<file path="config.mk">
export PLATFORM = sky130hd
export DESIGN_NAME = alarm_output_lines
export DESIGN_NICKNAME = d
export VERILOG_FILES = /design/src/pkg/alarm_lines_pkg.sv /design/src/core/alarm_output_lines.sv
export SDC_FILE = /design/constraint.sdc
export NUM_CORES = 1
export LEC_CHECK = 0
export BUFFER_PORTS_ARGS = -buffer_cell sky130_fd_sc_hd__buf_2
export CAP_MARGIN = 10
export CORE_MARGIN = 1
export CORE_UTILIZATION = 50
export DETAILED_ROUTE_END_ITERATION = 6
export PLACE_DENSITY = 0.7
export SLEW_MARGIN = 5
export SYNTH_ARGS = -nofsm -noshare
export SYNTH_HDL_FRONTEND = slang
export SYNTH_SLANG_ARGS = --single-unit
</file>
<file path="constraint.sdc">
create_clock -name i_clk -period 2.9 [get_ports i_clk]
set_input_delay 0.435 -clock i_clk [delete_from_list [all_inputs] [get_ports i_clk]]
set_output_delay 0.435 -clock i_clk [all_outputs]
set_load 0.03 [all_outputs]
</file>
<file path="src/pkg/alarm_lines_pkg.sv">
// Package with register map, field layouts and reset values for the alarm output lines.
// Operation
// [RULE1] In hold mode a line goes to its active level on the first alarm of any assigned channel.
// [RULE2] In hold mode a line stays active until a clear, a new scan or a reset, whatever follows.
// [RULE3] In follow mode a line is active while an assigned channel reading lies beyond a limit.
// [RULE4] In follow mode a line returns to inactive once the reading is back inside the limits.
// [RULE5] A clear is taken at any time, deasserts the line and keeps the stored alarm data.
// [RULE6] Starting a new scan deasserts every line and discards the stored alarm data.
// [RULE7] There is a per-line clear by index and a clear-all that deasserts all four lines.
// [RULE8] A factory reset deasserts all lines and leaves the queued alarm records untouched.
// [RULE9] A factory reset puts every line into hold mode, which is also the default.
// [RULE10] A mode write without a line index applies the mode to all four lines at once.
// [RULE11] For a selected line the block reports the assigned channels with alarms enabled.
// [RULE12] Each line has a polarity, active low by default, active high when selected.
// [RULE13] Each channel maps to exactly one alarm line.
// [RULE14] Per channel an out-of-limit level and a new-reading strobe are evaluated on the clock.
package alarm_lines_pkg;
    localparam int         NUM_LINES  = 4;
    localparam int         NUM_CHAN   = 16;
    localparam int         LINE_W     = 2;
    localparam logic [7:0] ADDR_CTRL  = 8'h00;
    localparam logic [7:0] ADDR_MODE  = 8'h04;
    localparam logic [7:0] ADDR_POL   = 8'h08;
    localparam logic [7:0] ADDR_ENA   = 8'h0c;
    localparam logic [7:0] ADDR_MAP   = 8'h10;
    localparam logic [7:0] ADDR_SEL   = 8'h14;
    localparam logic [7:0] ADDR_RPT   = 8'h18;
    localparam logic [7:0] ADDR_LINES = 8'h1c;
    localparam logic [7:0] ADDR_DATA  = 8'h20;
    localparam logic [7:0] ADDR_STAT  = 8'h24;
    localparam logic [7:0] ADDR_MASK  = 8'h28;
    localparam int         CTRL_CLR_LO  = 0;
    localparam int         CTRL_CLR_HI  = 1;
    localparam int         CTRL_CLR_GO  = 2;
    localparam int         CTRL_CLR_ALL = 3;
    localparam int         CTRL_SCAN    = 4;
    localparam int         CTRL_FRST    = 5;
    localparam int         MODE_ALL     = 8;
    localparam int         MODE_ALLVAL  = 9;
    localparam logic [3:0] MODE_RST     = 4'h0;
    localparam logic [3:0] POL_RST      = 4'h0;
    localparam logic [15:0] ENA_RST     = 16'h0000;
    localparam logic [31:0] MAP_RST     = 32'h0000_0000;
    localparam logic [31:0] BUS_ZERO    = 32'h0000_0000;
endpackage

</file>
<file path="src/core/alarm_output_lines.sv">
// Alarm output line controller with a classic Wishbone register slave.
//
// Chosen here: the address map and the Wishbone register port.
module alarm_output_lines #(
    parameter int NUM_CHAN = alarm_lines_pkg::NUM_CHAN
) (
    input  wire logic                i_clk,          // System clock, 10 MHz.
    input  wire logic                i_sys_rst,      // Synchronous reset, active high.
    input  wire logic [NUM_CHAN-1:0] i_out_of_limit, // Per channel reading beyond a limit.
    input  wire logic [NUM_CHAN-1:0] i_new_reading,  // Per channel new reading strobe.
    input  wire logic                i_scan_start,   // New scan begins, one-cycle pulse.
    input  wire logic                i_wb_cyc,       // Wishbone cycle.
    input  wire logic                i_wb_stb,       // Wishbone strobe.
    input  wire logic                i_wb_we,        // Wishbone write enable.
    input  wire logic [7:0]          i_wb_adr,       // Wishbone byte address.
    input  wire logic [3:0]          i_wb_sel,       // Wishbone byte selects.
    input  wire logic [31:0]         i_wb_dat,       // Wishbone write data.
    output logic      [31:0]         o_wb_dat,       // Wishbone read data.
    output logic                     o_wb_ack,       // Wishbone acknowledge.
    output logic      [3:0]          o_alarm_pin,    // Alarm output pins.
    output logic                     o_irq           // Level interrupt.
);
    localparam int NL = alarm_lines_pkg::NUM_LINES;
    localparam int LW = alarm_lines_pkg::LINE_W;

    typedef enum logic {HOLD_MODE, FOLLOW_MODE} line_mode_t;

    logic [NL-1:0]         mode_reg;      // One bit per line: 1 is follow mode.
    logic [NL-1:0]         pol_reg;       // One bit per line: 1 is active_high_polarity.
    logic [NUM_CHAN-1:0]   ena_reg;
    logic [2*NUM_CHAN-1:0] map_reg;
    logic [LW-1:0]         sel_reg;
    logic [NL-1:0]         hold_reg;
    logic [NL-1:0]         follow_reg;
    logic [NUM_CHAN-1:0]   data_reg;      // Stored alarm data per channel.
    logic [NL-1:0]         stat_reg;
    logic [NL-1:0]         mask_reg;
    logic [NL-1:0]         active;
    logic [NL-1:0]         hit;
    logic [NL-1:0]         beyond;
    logic [NL-1:0]         clr_line;
    logic [NUM_CHAN-1:0]   rpt;
    logic [31:0]           rd_next;
    logic                  req;
    logic                  wr;
    logic                  frst;

    assign req  = i_wb_cyc && i_wb_stb && !o_wb_ack;
    assign wr   = req && i_wb_we && i_wb_sel[0];
    assign frst = wr && i_wb_adr == alarm_lines_pkg::ADDR_CTRL
                  && i_wb_dat[alarm_lines_pkg::CTRL_FRST];

    // A channel's two-bit map field names one line, so no channel can feed two lines.
    always_comb begin
        hit    = '0;
        beyond = '0;
        rpt    = '0;
        for (int c = 0; c < NUM_CHAN; c++) begin
            if (ena_reg[c]) begin
                if (i_new_reading[c] && i_out_of_limit[c]) begin
                    hit[map_reg[2*c +: 2]] = 1'b1; // [RULE13] [RULE14]
                end
                if (i_out_of_limit[c]) begin
                    beyond[map_reg[2*c +: 2]] = 1'b1; // [RULE3] [RULE14]
                end
                if (map_reg[2*c +: 2] == sel_reg) begin
                    rpt[c] = 1'b1; // [RULE11]
                end
            end
        end
    end

    always_comb begin
        clr_line = '0;
        if (wr && i_wb_adr == alarm_lines_pkg::ADDR_CTRL) begin
            if (i_wb_dat[alarm_lines_pkg::CTRL_CLR_ALL]) begin
                clr_line = '1; // [RULE7]
            end else if (i_wb_dat[alarm_lines_pkg::CTRL_CLR_GO]) begin
                clr_line[i_wb_dat[alarm_lines_pkg::CTRL_CLR_HI:
                                  alarm_lines_pkg::CTRL_CLR_LO]] = 1'b1; // [RULE7]
            end
        end
    end

    // Configuration registers. Factory reset is a control bit and also the reset pin.
    always_ff @(posedge i_clk) begin
        if (i_sys_rst || frst) begin
            mode_reg <= alarm_lines_pkg::MODE_RST; // [RULE9]
            pol_reg  <= alarm_lines_pkg::POL_RST;  // [RULE12]
            ena_reg  <= alarm_lines_pkg::ENA_RST;
            map_reg  <= alarm_lines_pkg::MAP_RST;
            sel_reg  <= '0;
            mask_reg <= '0;
        end else if (wr) begin
            unique case (i_wb_adr)
                alarm_lines_pkg::ADDR_MODE: begin
                    if (i_wb_dat[alarm_lines_pkg::MODE_ALL]) begin
                        mode_reg <= {NL{i_wb_dat[alarm_lines_pkg::MODE_ALLVAL]}}; // [RULE10]
                    end else begin
                        mode_reg <= i_wb_dat[NL-1:0];
                    end
                end
                alarm_lines_pkg::ADDR_POL:  pol_reg  <= i_wb_dat[NL-1:0];
                alarm_lines_pkg::ADDR_ENA:  ena_reg  <= i_wb_dat[NUM_CHAN-1:0];
                alarm_lines_pkg::ADDR_MAP:  map_reg  <= i_wb_dat[2*NUM_CHAN-1:0];
                alarm_lines_pkg::ADDR_SEL:  sel_reg  <= i_wb_dat[LW-1:0];
                alarm_lines_pkg::ADDR_MASK: mask_reg <= i_wb_dat[NL-1:0];
                default: ;
            endcase
        end
    end

    // Hold latches. A clear in the same cycle as a new alarm lets the alarm win.
    always_ff @(posedge i_clk) begin
        if (i_sys_rst || frst) begin
            hold_reg <= '0; // [RULE8]
        end else if (i_scan_start) begin
            hold_reg <= '0; // [RULE6]
        end else begin
            hold_reg <= (hold_reg & ~clr_line) | hit; // [RULE1] [RULE2] [RULE5]
        end
    end

    // Follow state: a clear drops the line until the next out-of-limit reading.
    always_ff @(posedge i_clk) begin
        if (i_sys_rst || frst || i_scan_start) begin
            follow_reg <= '0; // [RULE6] [RULE8]
        end else begin
            follow_reg <= ((follow_reg & ~clr_line) | hit) & beyond; // [RULE3] [RULE4] [RULE5]
        end
    end

    // Alarm data survives clears and factory reset; only a scan start discards it.
    always_ff @(posedge i_clk) begin
        if (i_scan_start) begin
            data_reg <= '0; // [RULE6]
        end else begin
            data_reg <= data_reg | (i_new_reading & i_out_of_limit & ena_reg); // [RULE5] [RULE8]
        end
    end

    always_comb begin
        for (int l = 0; l < NL; l++) begin
            active[l] = (line_mode_t'(mode_reg[l]) == FOLLOW_MODE) ? follow_reg[l] : hold_reg[l];
        end
    end

    always_ff @(posedge i_clk) begin
        if (i_sys_rst) begin
            o_alarm_pin <= ~alarm_lines_pkg::POL_RST;
        end else begin
            o_alarm_pin <= ~(active ^ pol_reg); // [RULE12]
        end
    end

    always_comb begin
        rd_next = alarm_lines_pkg::BUS_ZERO;
        unique case (i_wb_adr)
            alarm_lines_pkg::ADDR_MODE:  rd_next[NL-1:0]         = mode_reg;
            alarm_lines_pkg::ADDR_POL:   rd_next[NL-1:0]         = pol_reg;
            alarm_lines_pkg::ADDR_ENA:   rd_next[NUM_CHAN-1:0]   = ena_reg;
            alarm_lines_pkg::ADDR_MAP:   rd_next[2*NUM_CHAN-1:0] = map_reg;
            alarm_lines_pkg::ADDR_SEL:   rd_next[LW-1:0]         = sel_reg;
            alarm_lines_pkg::ADDR_RPT:   rd_next[NUM_CHAN-1:0]   = rpt; // [RULE11]
            alarm_lines_pkg::ADDR_LINES: rd_next[NL-1:0]         = active;
            alarm_lines_pkg::ADDR_DATA:  rd_next[NUM_CHAN-1:0]   = data_reg;
            alarm_lines_pkg::ADDR_STAT:  rd_next[NL-1:0]         = stat_reg;
            alarm_lines_pkg::ADDR_MASK:  rd_next[NL-1:0]         = mask_reg;
            default: ;
        endcase
    end

    // Every access is acknowledged one cycle after it appears; unmapped reads give zero.
    always_ff @(posedge i_clk) begin
        if (i_sys_rst) begin
            o_wb_ack <= 1'b0;
            o_wb_dat <= alarm_lines_pkg::BUS_ZERO;
        end else begin
            o_wb_ack <= req;
            o_wb_dat <= (req && !i_wb_we) ? rd_next : alarm_lines_pkg::BUS_ZERO;
        end
    end

    // Sticky line-alarm events; a read of the status register clears them, new events win.
    always_ff @(posedge i_clk) begin
        if (i_sys_rst) begin
            stat_reg <= '0;
        end else if (req && !i_wb_we && i_wb_adr == alarm_lines_pkg::ADDR_STAT) begin
            stat_reg <= hit;
        end else begin
            stat_reg <= stat_reg | hit;
        end
    end

    always_ff @(posedge i_clk) begin
        if (i_sys_rst) begin
            o_irq <= 1'b0;
        end else begin
            o_irq <= |(stat_reg & mask_reg);
        end
    end
endmodule

</file>
Yosys cells after proc, flatten, opt, wreduce, memory -nomap -nowiden --
Index checks and enable logic that the tools add are counted.
Cells by class: $lt $le $gt $ge 34, equal/unequal tests 26, multiplexer cells 142, bitwise logic cells 45, reductions and logical operators 56
Operators by type and width (count):
- $mux 4 | 69
- $or 4x4->4 | 33
- $mux 1 | 53
- $lt 2x3->1 const B | 17
- $pmux 12 s4 | 1
- $logic_and 1x1->1 | 41
- $demux 1 s2 | 17
- $ge 2x1->1 const B | 17
- $and 16x16->16 | 2
- $eq 2x2->1 | 16
- $eq 8x5->1 const B | 4
- $eq 8x6->1 const B | 3
- $pmux 2 s10 | 1
- $pmux 2 s9 | 1
- $and 4x4->4 | 4
- $eq 8x4->1 const B | 2
- $or 16x16->16 | 1
- $reduce_and 2->1 | 6
- $eq 8x3->1 const B | 1
- $logic_not 8->1 | 1
- $not 4->4 | 2
- $reduce_or 2->1 | 2
- $reduce_or 4->1 | 1
- $xor 4x4->4 | 1
- other kinds (4) | 7
Word-level totals: flip-flop bits (word level) 128, input port bits 82, output and inout bits 38, logic and storage cells 318

Depth between registers and ports, before layout --
Gate-level depths: netlist of the first run.
depth in word-level cells 53, gate-level depth with buffers 8, gate-level depth less buffers 5

Least setup slack after synthesis of the first run --
No wires, ideal clock.
path type input -> register, from input port i_wb_adr[5], to register map_reg[4], setup time 116 ps, arrival time 1947 ps, required time 2784 ps, path slack 837 ps, stages 8, path buffers 4, path through buf_6 > or4b_1 > buf_2 > or3_1 > buf_2 > buf_6 > nand2_1 > a21oi_1
On the way: longest elaborated chain between the ends 4, elaborated cells on any way between the ends 6, those cells by class eq/ne: 1; reduce/logical: 5
RTL lines:
- start, declared | RTL line alarm_output_lines.sv:15 | input wire logic [7:0] i_wb_adr,
- $logic_not 8->1 | RTL line alarm_output_lines.sv:50 | assign frst = wr && i_wb_adr == alarm_lines_pkg::ADDR_CTRL
- $logic_and 1x1->1 | RTL line alarm_output_lines.sv:50
- $logic_and 1x1->1 | RTL line alarm_output_lines.sv:51 | && i_wb_dat[alarm_lines_pkg::CTRL_FRST];
- $logic_or 1x1->1 | RTL line alarm_output_lines.sv:87 | if (i_sys_rst || frst) begin
- end signal, assigned | RTL line alarm_output_lines.sv:91 | map_reg <= alarm_lines_pkg::MAP_RST;
- end signal, assigned | RTL line alarm_output_lines.sv:105 | alarm_lines_pkg::ADDR_MAP: map_reg <= i_wb_dat[2*NUM_CHAN-1:0];
- end, declared | RTL line alarm_output_lines.sv:31 | logic [2*NUM_CHAN-1:0] map_reg;
Several ways; a longest one is shown, not always the timed one. A chain may end at the register's enable or synchronous reset.

Worst setup path in the final report of the first run --
from register ena_reg[10], to register hold_reg[3]
On the way: longest elaborated chain between the ends 17
RTL lines:
- start, declared | RTL line alarm_output_lines.sv:30 | logic [NUM_CHAN-1:0] ena_reg;
- start signal, assigned | RTL line alarm_output_lines.sv:90 | ena_reg <= alarm_lines_pkg::ENA_RST;
- start signal, assigned | RTL line alarm_output_lines.sv:104 | alarm_lines_pkg::ADDR_ENA: ena_reg <= i_wb_dat[NUM_CHAN-1:0];
- $mux 4 (*) | RTL line alarm_output_lines.sv:59 | if (ena_reg[c]) begin
- $or 4x4->4 (no line)
- $mux 4 | RTL line alarm_output_lines.sv:60 | if (i_new_reading[c] && i_out_of_limit[c]) begin
- $mux 4 (*) | RTL line alarm_output_lines.sv:59
- $or 4x4->4 (no line)
- $mux 4 | RTL line alarm_output_lines.sv:60
- $mux 4 (*) | RTL line alarm_output_lines.sv:59
- $or 4x4->4 (no line)
- $mux 4 | RTL line alarm_output_lines.sv:60
- $mux 4 (*) | RTL line alarm_output_lines.sv:59
- $or 4x4->4 (no line)
- $mux 4 | RTL line alarm_output_lines.sv:60
- $mux 4 (*) | RTL line alarm_output_lines.sv:59
- $or 4x4->4 (no line)
- $mux 4 | RTL line alarm_output_lines.sv:60
- $mux 4 (*) | RTL line alarm_output_lines.sv:59
- $or 4x4->4 (*) | RTL line alarm_output_lines.sv:120 | hold_reg <= (hold_reg & ~clr_line) | hit;
- end signal, assigned | RTL line alarm_output_lines.sv:120
- end, declared | RTL line alarm_output_lines.sv:33 | logic [NL-1:0] hold_reg;
Mark *: on every way between the ends. The rest lies on a longest branch, timed or not.

==> results of run 1 <==
## worst register-to-register path, delay by kind of cell (launching register included)
family / cells / cell delay (ns)
AND/OR/NAND/NOR: 3 / 1.26
flip-flops: 1 / 0.40
AO/OA/AOI/OAI: 2 / 0.36
buffers and inverters: 1 / 0.20
## Yosys cell counts, types with 15 or more instances
cell type,instances
nand2_1,143
nor2_1,63
nand3_1,25
o31ai_1,17
a21oi_1,72
and3_1,26
mux2i_1,19
nand4_1,24
clkbuf_1,50
xor2_1,32
buf_2,15
dfxtp_1,128
inv_1,23
## routing by layer
metal  wire length (microns)  up-vias
met3                    3100       67
met5                       0        -
met4                     708        0
met2                    9920      520
li1                        -     3210
met1                   10500     3213
## layout make-up
type	count	area [sq um]	area share (%)
inverter	23	86.3	1.08
clock inverter	13	173	2.16
tap	172	215	2.69
clock buffer	19	453	5.66
sequential	128	2560	32.0
timing repair buffer	146	818	10.2
multi-input combinational	614	3700	46.2
## kinds of logic after synthesis
group	synth area share, %
mux	3.00
buf+inv	6.88
compound gates	19.0
xor+xnor	4.70
simple gates	28.2
flops	38.2
## path summary, 6_finish.rpt
kind,slack [ns],depth (start not counted),endpoint,startpoint
worst max-delay path,0.55,6,hold_reg[3],ena_reg[10]
worst min-delay path,0.24,3,map_reg[20],i_wb_dat[20]
worst max register to register,0.55,6,hold_reg[3],ena_reg[10]
worst min register to register,0.45,2,data_reg[14],data_reg[14]
## cell usage in the layout, fill, tap and decap left out, drive strengths merged, types with 9 or more instances in the layout
cell / netlist / routed
a21oi: 72 / 72
a222oi: 12 / 12
and3: 26 / 26
buf: 29 / 146
clkbuf: 50 / 19
dfxtp: 128 / 128
inv: 23 / 29
mux2i: 19 / 19
nand2: 143 / 143
nand2b: 11 / 11
nand3: 25 / 25
nand4: 24 / 24
nand4b: 10 / 10
nor2: 63 / 63
nor3: 19 / 19
nor4: 10 / 10
o21ai: 9 / 9
o22ai: 14 / 14
o31ai: 17 / 17
o32ai: 11 / 11
xor2: 32 / 32
## through the flow
stage	worst slack [ns]	power [mW]	hold WS, ns	instance area, sq um	std cells
2_1_floorplan	0.837	1.88	0.425	6720	844
3_3_place_gp	0.379	1.97	0.433	7380	1083
3_5_place_dp	0.410	1.98	0.440	7380	1083
4_1_cts	0.589	4.21	0.230	8010	1115
5_1_grt	0.509	4.32	0.246	8010	1115
6_report	0.549	4.20	0.243	8010	1115
## power by group through the flow
stage / combinational, mW / sequential (mW) / clock (mW)
2_1_floorplan: 0.0772 / 1.80 / 0
3_3_place_gp: 0.175 / 1.80 / 0
3_5_place_dp: 0.179 / 1.80 / 0
4_1_cts: 0.180 / 1.76 / 2.27
5_1_grt: 0.196 / 1.76 / 2.36
6_report: 0.186 / 1.76 / 2.25
==> summary.md, run 1 <==
| Metric | Value |
|---|---|
| Via density | 6.29 |
| Fin. Hold Viols | 0 |
| Crit-path cells | and3_1, a32o_1, or4_1, nor4_2, buf_4, a21oi_1 |
| Total negative slack | 0 ns |
| Crit end category | register |
| Met3 usage | 8.82% |
| Layout area overhead | 19.2% |
| RSZ-0062 raised after global routing | no |
| Primary FF master, synth | dfxtp_1 |
| Layout Utilization | 62.2% |
| Gate Count Post-Synth | 844 |
| Slew headroom | 37.3% |
| Layout cells sized above 1 | 20.9% |
| Syn avg cell area | 7.96 sq um |
| Routability cong. | 1.04 |
| Switching share of power | 22.8% |
| Root buffer cell | clkbuf_16 |
| Async SR Flop Fraction | 0% |
| GRT Resource Usage Total | 34.7% |
| Number of global-route vias before repair | 6322 |
| Post-synth top area share | 38.2% |
| Initial antenna violation count | 0 |
| Setup Fix Bufs, Post-CTS | 0 |
| Arr. time, crit path | 2.65 ns |
| Final setup viols | 0 |
| Initial Util | 52.2% |
| Internal | 3.24 mW |
| Worst Setup Start Kind | register |
| # port buffers | 116 |
| Leading area contributor after synthesis | dfxtp_1 |
| Mapped cell area | 6720 sq um |
| CTS Hold Buffers Added | 0 |
| Total number of vias | 7010 |
| # IOs | 120 |
| Max clock buf depth | 2 |
| CTS clk-pin slew, worst paths | 0.06 ns |
| Unique masters post-synth | 62 |
| CTS tree | yes |
| Status | completed |
| Combinational share of power | 4.4% |
| Fin crit share | 81.1% |
| Most Crowded Layer GR | met1 |
| Synthesized Nets | 926 |
| Yosys reg bits | 128 |
| Area contributors post-synth | dfxtp_1 38%, nand2_1 8.0%, a21oi_1 5.4%, xor2_1 4.2%, nor2_1 3.5% |
| Kind of critical path | register to register |
| Clk pwr share | 53.7% |
| Clock Skew | 0.0105 ns |
| Nets | 1012 |
| Critical path peak fanout | 7 |
| Hold Crit Class | input port to register |
| P_sw | 0.959 mW |
| Routed WL | 24.2 mm |
| Max stage delay on crit path | 0.54 ns |
| First-pass GRT wire length | 36.4 mm |
| Post-CTS sizing | 0 |
| Largest net degree at the start of global routing | 51 |
| Post-route ant nets | 0 |
| Max H-tree Level | 4 |
| First DRT Iteration DRCs | 1207 |
| Grt ovf | 0 |
| Die area | 13900 sq um |
| FILL cells | 1188 |
| Worst Max-Slew Pin Slew | 0.939 ns |
| Leak | 3.19 nW |
| Met1 Usage GRT | 50.5% |
| Core Area | 12900 sq um |
| Drt drc | 0 |
| Worst-skew pair later-pin latency | 0.43 ns |
| Worst path buffer plus inverter count | 1 |
| Number of synthesized flops with an enable pin | 0 |
| Max cap viols | 0 |
| Slowest CP cell | or4_1 |
| CTS Sinks | 128 |
| Ant. Diodes | 0 |
| Vert. Die Dim | 118 microns |
| Num rows | 41 |
| Register area share after synthesis | 38.2% |
| CTS Buf Count | 17 |
| Die W | 118 microns |
| M2 GR Usage | 48.4% |
| Peak Freq | 425 MHz |
| Largest delay share family, worst path | simple AND/OR/NAND/NOR gates |
| Max Slew Vio Count | 0 |
| Post-layout minimum cycle time | 2.35 ns |
| DPL Wire Length | 18.5 mm |
| Yosys warns | 0 |
| Critical Path RT | 3.20 ns |
| Sequential Power Share | 41.9% |
| Drt wl/cell | 21.7 microns |
| Power per cell area | 524 nW/um^2 |
| First-pass DRT Iterations | 7 |
| VDD IR-drop max | 0.000367 V |
(Power assumes the default switching activity.)
==> run 2, diff against run 1 <==
Settings changed: PLACE_DENSITY 0.7 to 0.73.
Clock period 2.9 ns to 2.1 ns, I/O delays scaled along.
==> run 2 against run 1 <==
Net effect: the run now ends with design-rule violations left; hold slack worse by 0.12 ns; cell area up 6.7%; sequential power up 38%; power up 38%; die area unchanged; count of clock-buffer cells in the layout down 1; clock power up 36%; register-to-register slack worse by 0.47 ns; critical path depth up 1; combinational power up 55%.
==> summary.md, run 2 (synthesized netlist as in run 1, its figures left out) <==
| Metric | Value |
|---|---|
| Status | complete, but fails checks |
| Violations in the final reports | design-rule violations |
| Setup Fix Bufs, Post-CTS | 0 (unchanged) |
| Core Area | 12900 sq um (unchanged) |
| M2 GR Usage | 54.2% (+5.8 points) |
| Power per cell area | 677 nW/um^2 (+29%) |
| CTS clk-pin slew, worst paths | 0.06 ns (about the same) |
| Placed Instances | 1153 (+6.5%) |
| Most frequent cells in the layout | 143 x nand2_1, 128 x dfxtp_1, 116 x buf_2, 97 x buf_4, 72 x a21oi_1 |
| Hold path start | i_wb_dat[25] |
| Nets | 1082 (+6.9%) |
| Met3 usage | 10.4% (+1.6 points) |
| CTS Hold Buffers Added | 0 (unchanged) |
| Post-layout minimum cycle time | 2.02 ns (-0.335 ns) |
| First-pass DRT Iterations | 7 (unchanged) |
| Routability cong. | 1.02 (-2.1%) |
| Drt wl/cell | 22.1 microns (+1.6%) |
| Largest net degree at the start of global routing | 39 (-24%) |
| Crit-path cells | buf_4, nor2_1, and3_1, or3_1, nor4_1, buf_4, a221oi_1 |
| Initial antenna violation count | 0 (unchanged) |
| Slowest CP cell | dfxtp_1 |
| Die W | 118 microns (unchanged) |
| Ant. Diodes | 0 (unchanged) |
| DPL Wire Length | 20.1 mm (+8.7%) |
| Kind of critical path | register to register |
| Non-Filler Instances | 1185 (+6.3%) |
| CTS Buf Count | 17 (unchanged) |
| Most common cell after layout, fill and taps aside | nand2_1 |
| Max clock buf depth | 2 (unchanged) |
| CTS Sinks | 128 (unchanged) |
| Final worst slack | 0.0833 ns (-0.465 ns) |
| Layout area overhead | 27.2% |
| Routed WL | 26.2 mm (+8.0%) |
| Fin crit share | 96.0% (+15 points) |
| # IOs | 120 (unchanged) |
| Max stage delay on crit path | 0.44 ns (-0.10 ns) |
| Hold Path End | map_reg[25] |
| Vert. Die Dim | 118 microns (unchanged) |
| Reg-to-reg setup timing slack | 0.08 ns (-0.47 ns) |
| Post-route ant nets | 0 (unchanged) |
| Tot Pwr | 5.78 mW (+38%) |
| Max H-tree Level | 4 (unchanged) |
| Total negative slack | 0 ns (unchanged) |
| VDD IR-drop max | 0.000748 V (+100%) |
| Num rows | 41 (unchanged) |
| Arr. time, crit path | 2.31 ns (-0.34 ns) |
| Initial Util | 52.2% (unchanged) |
| First-pass GRT wire length | 39.6 mm (+8.7%) |
| Pre-CTS WS | -0.0726 ns (-0.482 ns) |
| Post-CTS sizing | 0 (unchanged) |
| Number of global-route vias before repair | 6759 (+6.9%) |
| Final setup viols | 0 (unchanged) |
| GRT Resource Usage Total | 38.0% (+3.3 points) |
| Reg-to-reg endpoint | follow_reg[0] |
| First DRT Iteration DRCs | 1207 (unchanged) |
| Worst Reg-to-Reg Cells | 7 (+1) |
| Layout Utilization | 66.3% (+4.2 points) |
| Fin. Hold Viols | 0 (unchanged) |
| Layout cells sized above 1 | 26.4% (+5.5 points) |
| Worst reg2reg startpoint | map_reg[20] |
| Crit path top cell by count | buf_4 |
| Total number of vias | 7307 (+4.2%) |
| # port buffers | 116 (unchanged) |
| Hold Crit Class | input port to register |
| Max cap viols | 0 (unchanged) |
| Met1 Usage GRT | 55.4% (+5.0 points) |
| Leak | 3.54 nW (+11%) |
| Via density | 6.17 (-1.9%) |
| Worst Setup Start Kind | register |
| RSZ-0062 raised after global routing | no |
| CTS tree | yes |
| Clock Skew | 0.00854 ns (-0.00197 ns) |
| Grt ovf | 0 (unchanged) |
| Drt drc | 2 (+2) |
| Peak Freq | 496 MHz (+17%) |
| Crit end category | register |
| FILL cells | 1122 (-5.6%) |
| Root buffer cell | clkbuf_16 |
| Critical Path RT | 2.39 ns (-0.81 ns) |
| Most Crowded Layer GR | met1 |
| Slew headroom | 43.7% (+6.4 points) |
| Worst-skew pair later-pin latency | 0.43 ns (about the same) |
| Worst Max-Slew Pin Slew | 0.841 ns (-0.0982 ns) |
| Max Slew Vio Count | 0 (unchanged) |
| Hold path depth | 3 (unchanged) |
| Critical path peak fanout | 6 (-1) |
| Die area | 13900 sq um (unchanged) |
==> run 2: changes by cell type in the layout (fill, tap and decap cells not counted), sizes merged <==
cell | before | now
inv | 29 | 27
clkinvlp | 0 | 2
clkinv | 4 | 5
buf | 146 | 216
clkbuf | 19 | 18
==> run 2: where the power goes <==
part	switching (mW)	internal (mW)
Clock	1.18	1.89
Combinational	0.175	0.113
Sequential	0.000639	2.43
==> run 2: final cells by class <==
type / count / area [sq um] / area share [%]
clock inverters: 14 / 183 / 2.14
well taps: 172 / 215 / 2.52
flip-flops and latches: 128 / 2560 / 30.0
multi-input cells: 614 / 3700 / 43.3
inverters: 23 / 86.3 / 1.01
repair buffers: 216 / 1370 / 16.0
clock buffers: 18 / 429 / 5.02
==> run 2: critical path, delay by kind of cell (launching register included) <==
family	cells	cell delay, ns
AO/OA/AOI/OAI	1	0.06
buffers and inverters	2	0.39
flip-flops	1	0.44
AND/OR/NAND/NOR	4	0.98
==> run 2: metrics by stage <==
stage	instance area, sq um	hold WS, ns
global route	8540	0.128
detailed placement	7930	0.442
finish	8540	0.122
global placement	7930	0.436
CTS	8540	0.121
floorplan	6720	0.425
==> run 2: how the worst max path moves through the flow <==
stage / start / endpoint / slack [ns] / depth (start not counted)
after floorplan: o_wb_ack / ena_reg[5] / 0.15 / 8
after global placement: i_out_of_limit[10] / hold_reg[3] / -0.07 / 7
after detailed placement: i_out_of_limit[10] / hold_reg[3] / -0.07 / 7
after CTS: ena_reg[10] / hold_reg[3] / 0.06 / 6
after global routing: map_reg[20] / follow_reg[0] / 0.03 / 7
final: map_reg[20] / follow_reg[0] / 0.08 / 7
==> run 2: per-layer routing <==
layer | up-vias | share of wire, %
met4 | 0 | 1.8
met1 | 3478 | 45
li1 | 3349 | -
met2 | 442 | 42
met3 | 38 | 12
met5 | - | 0
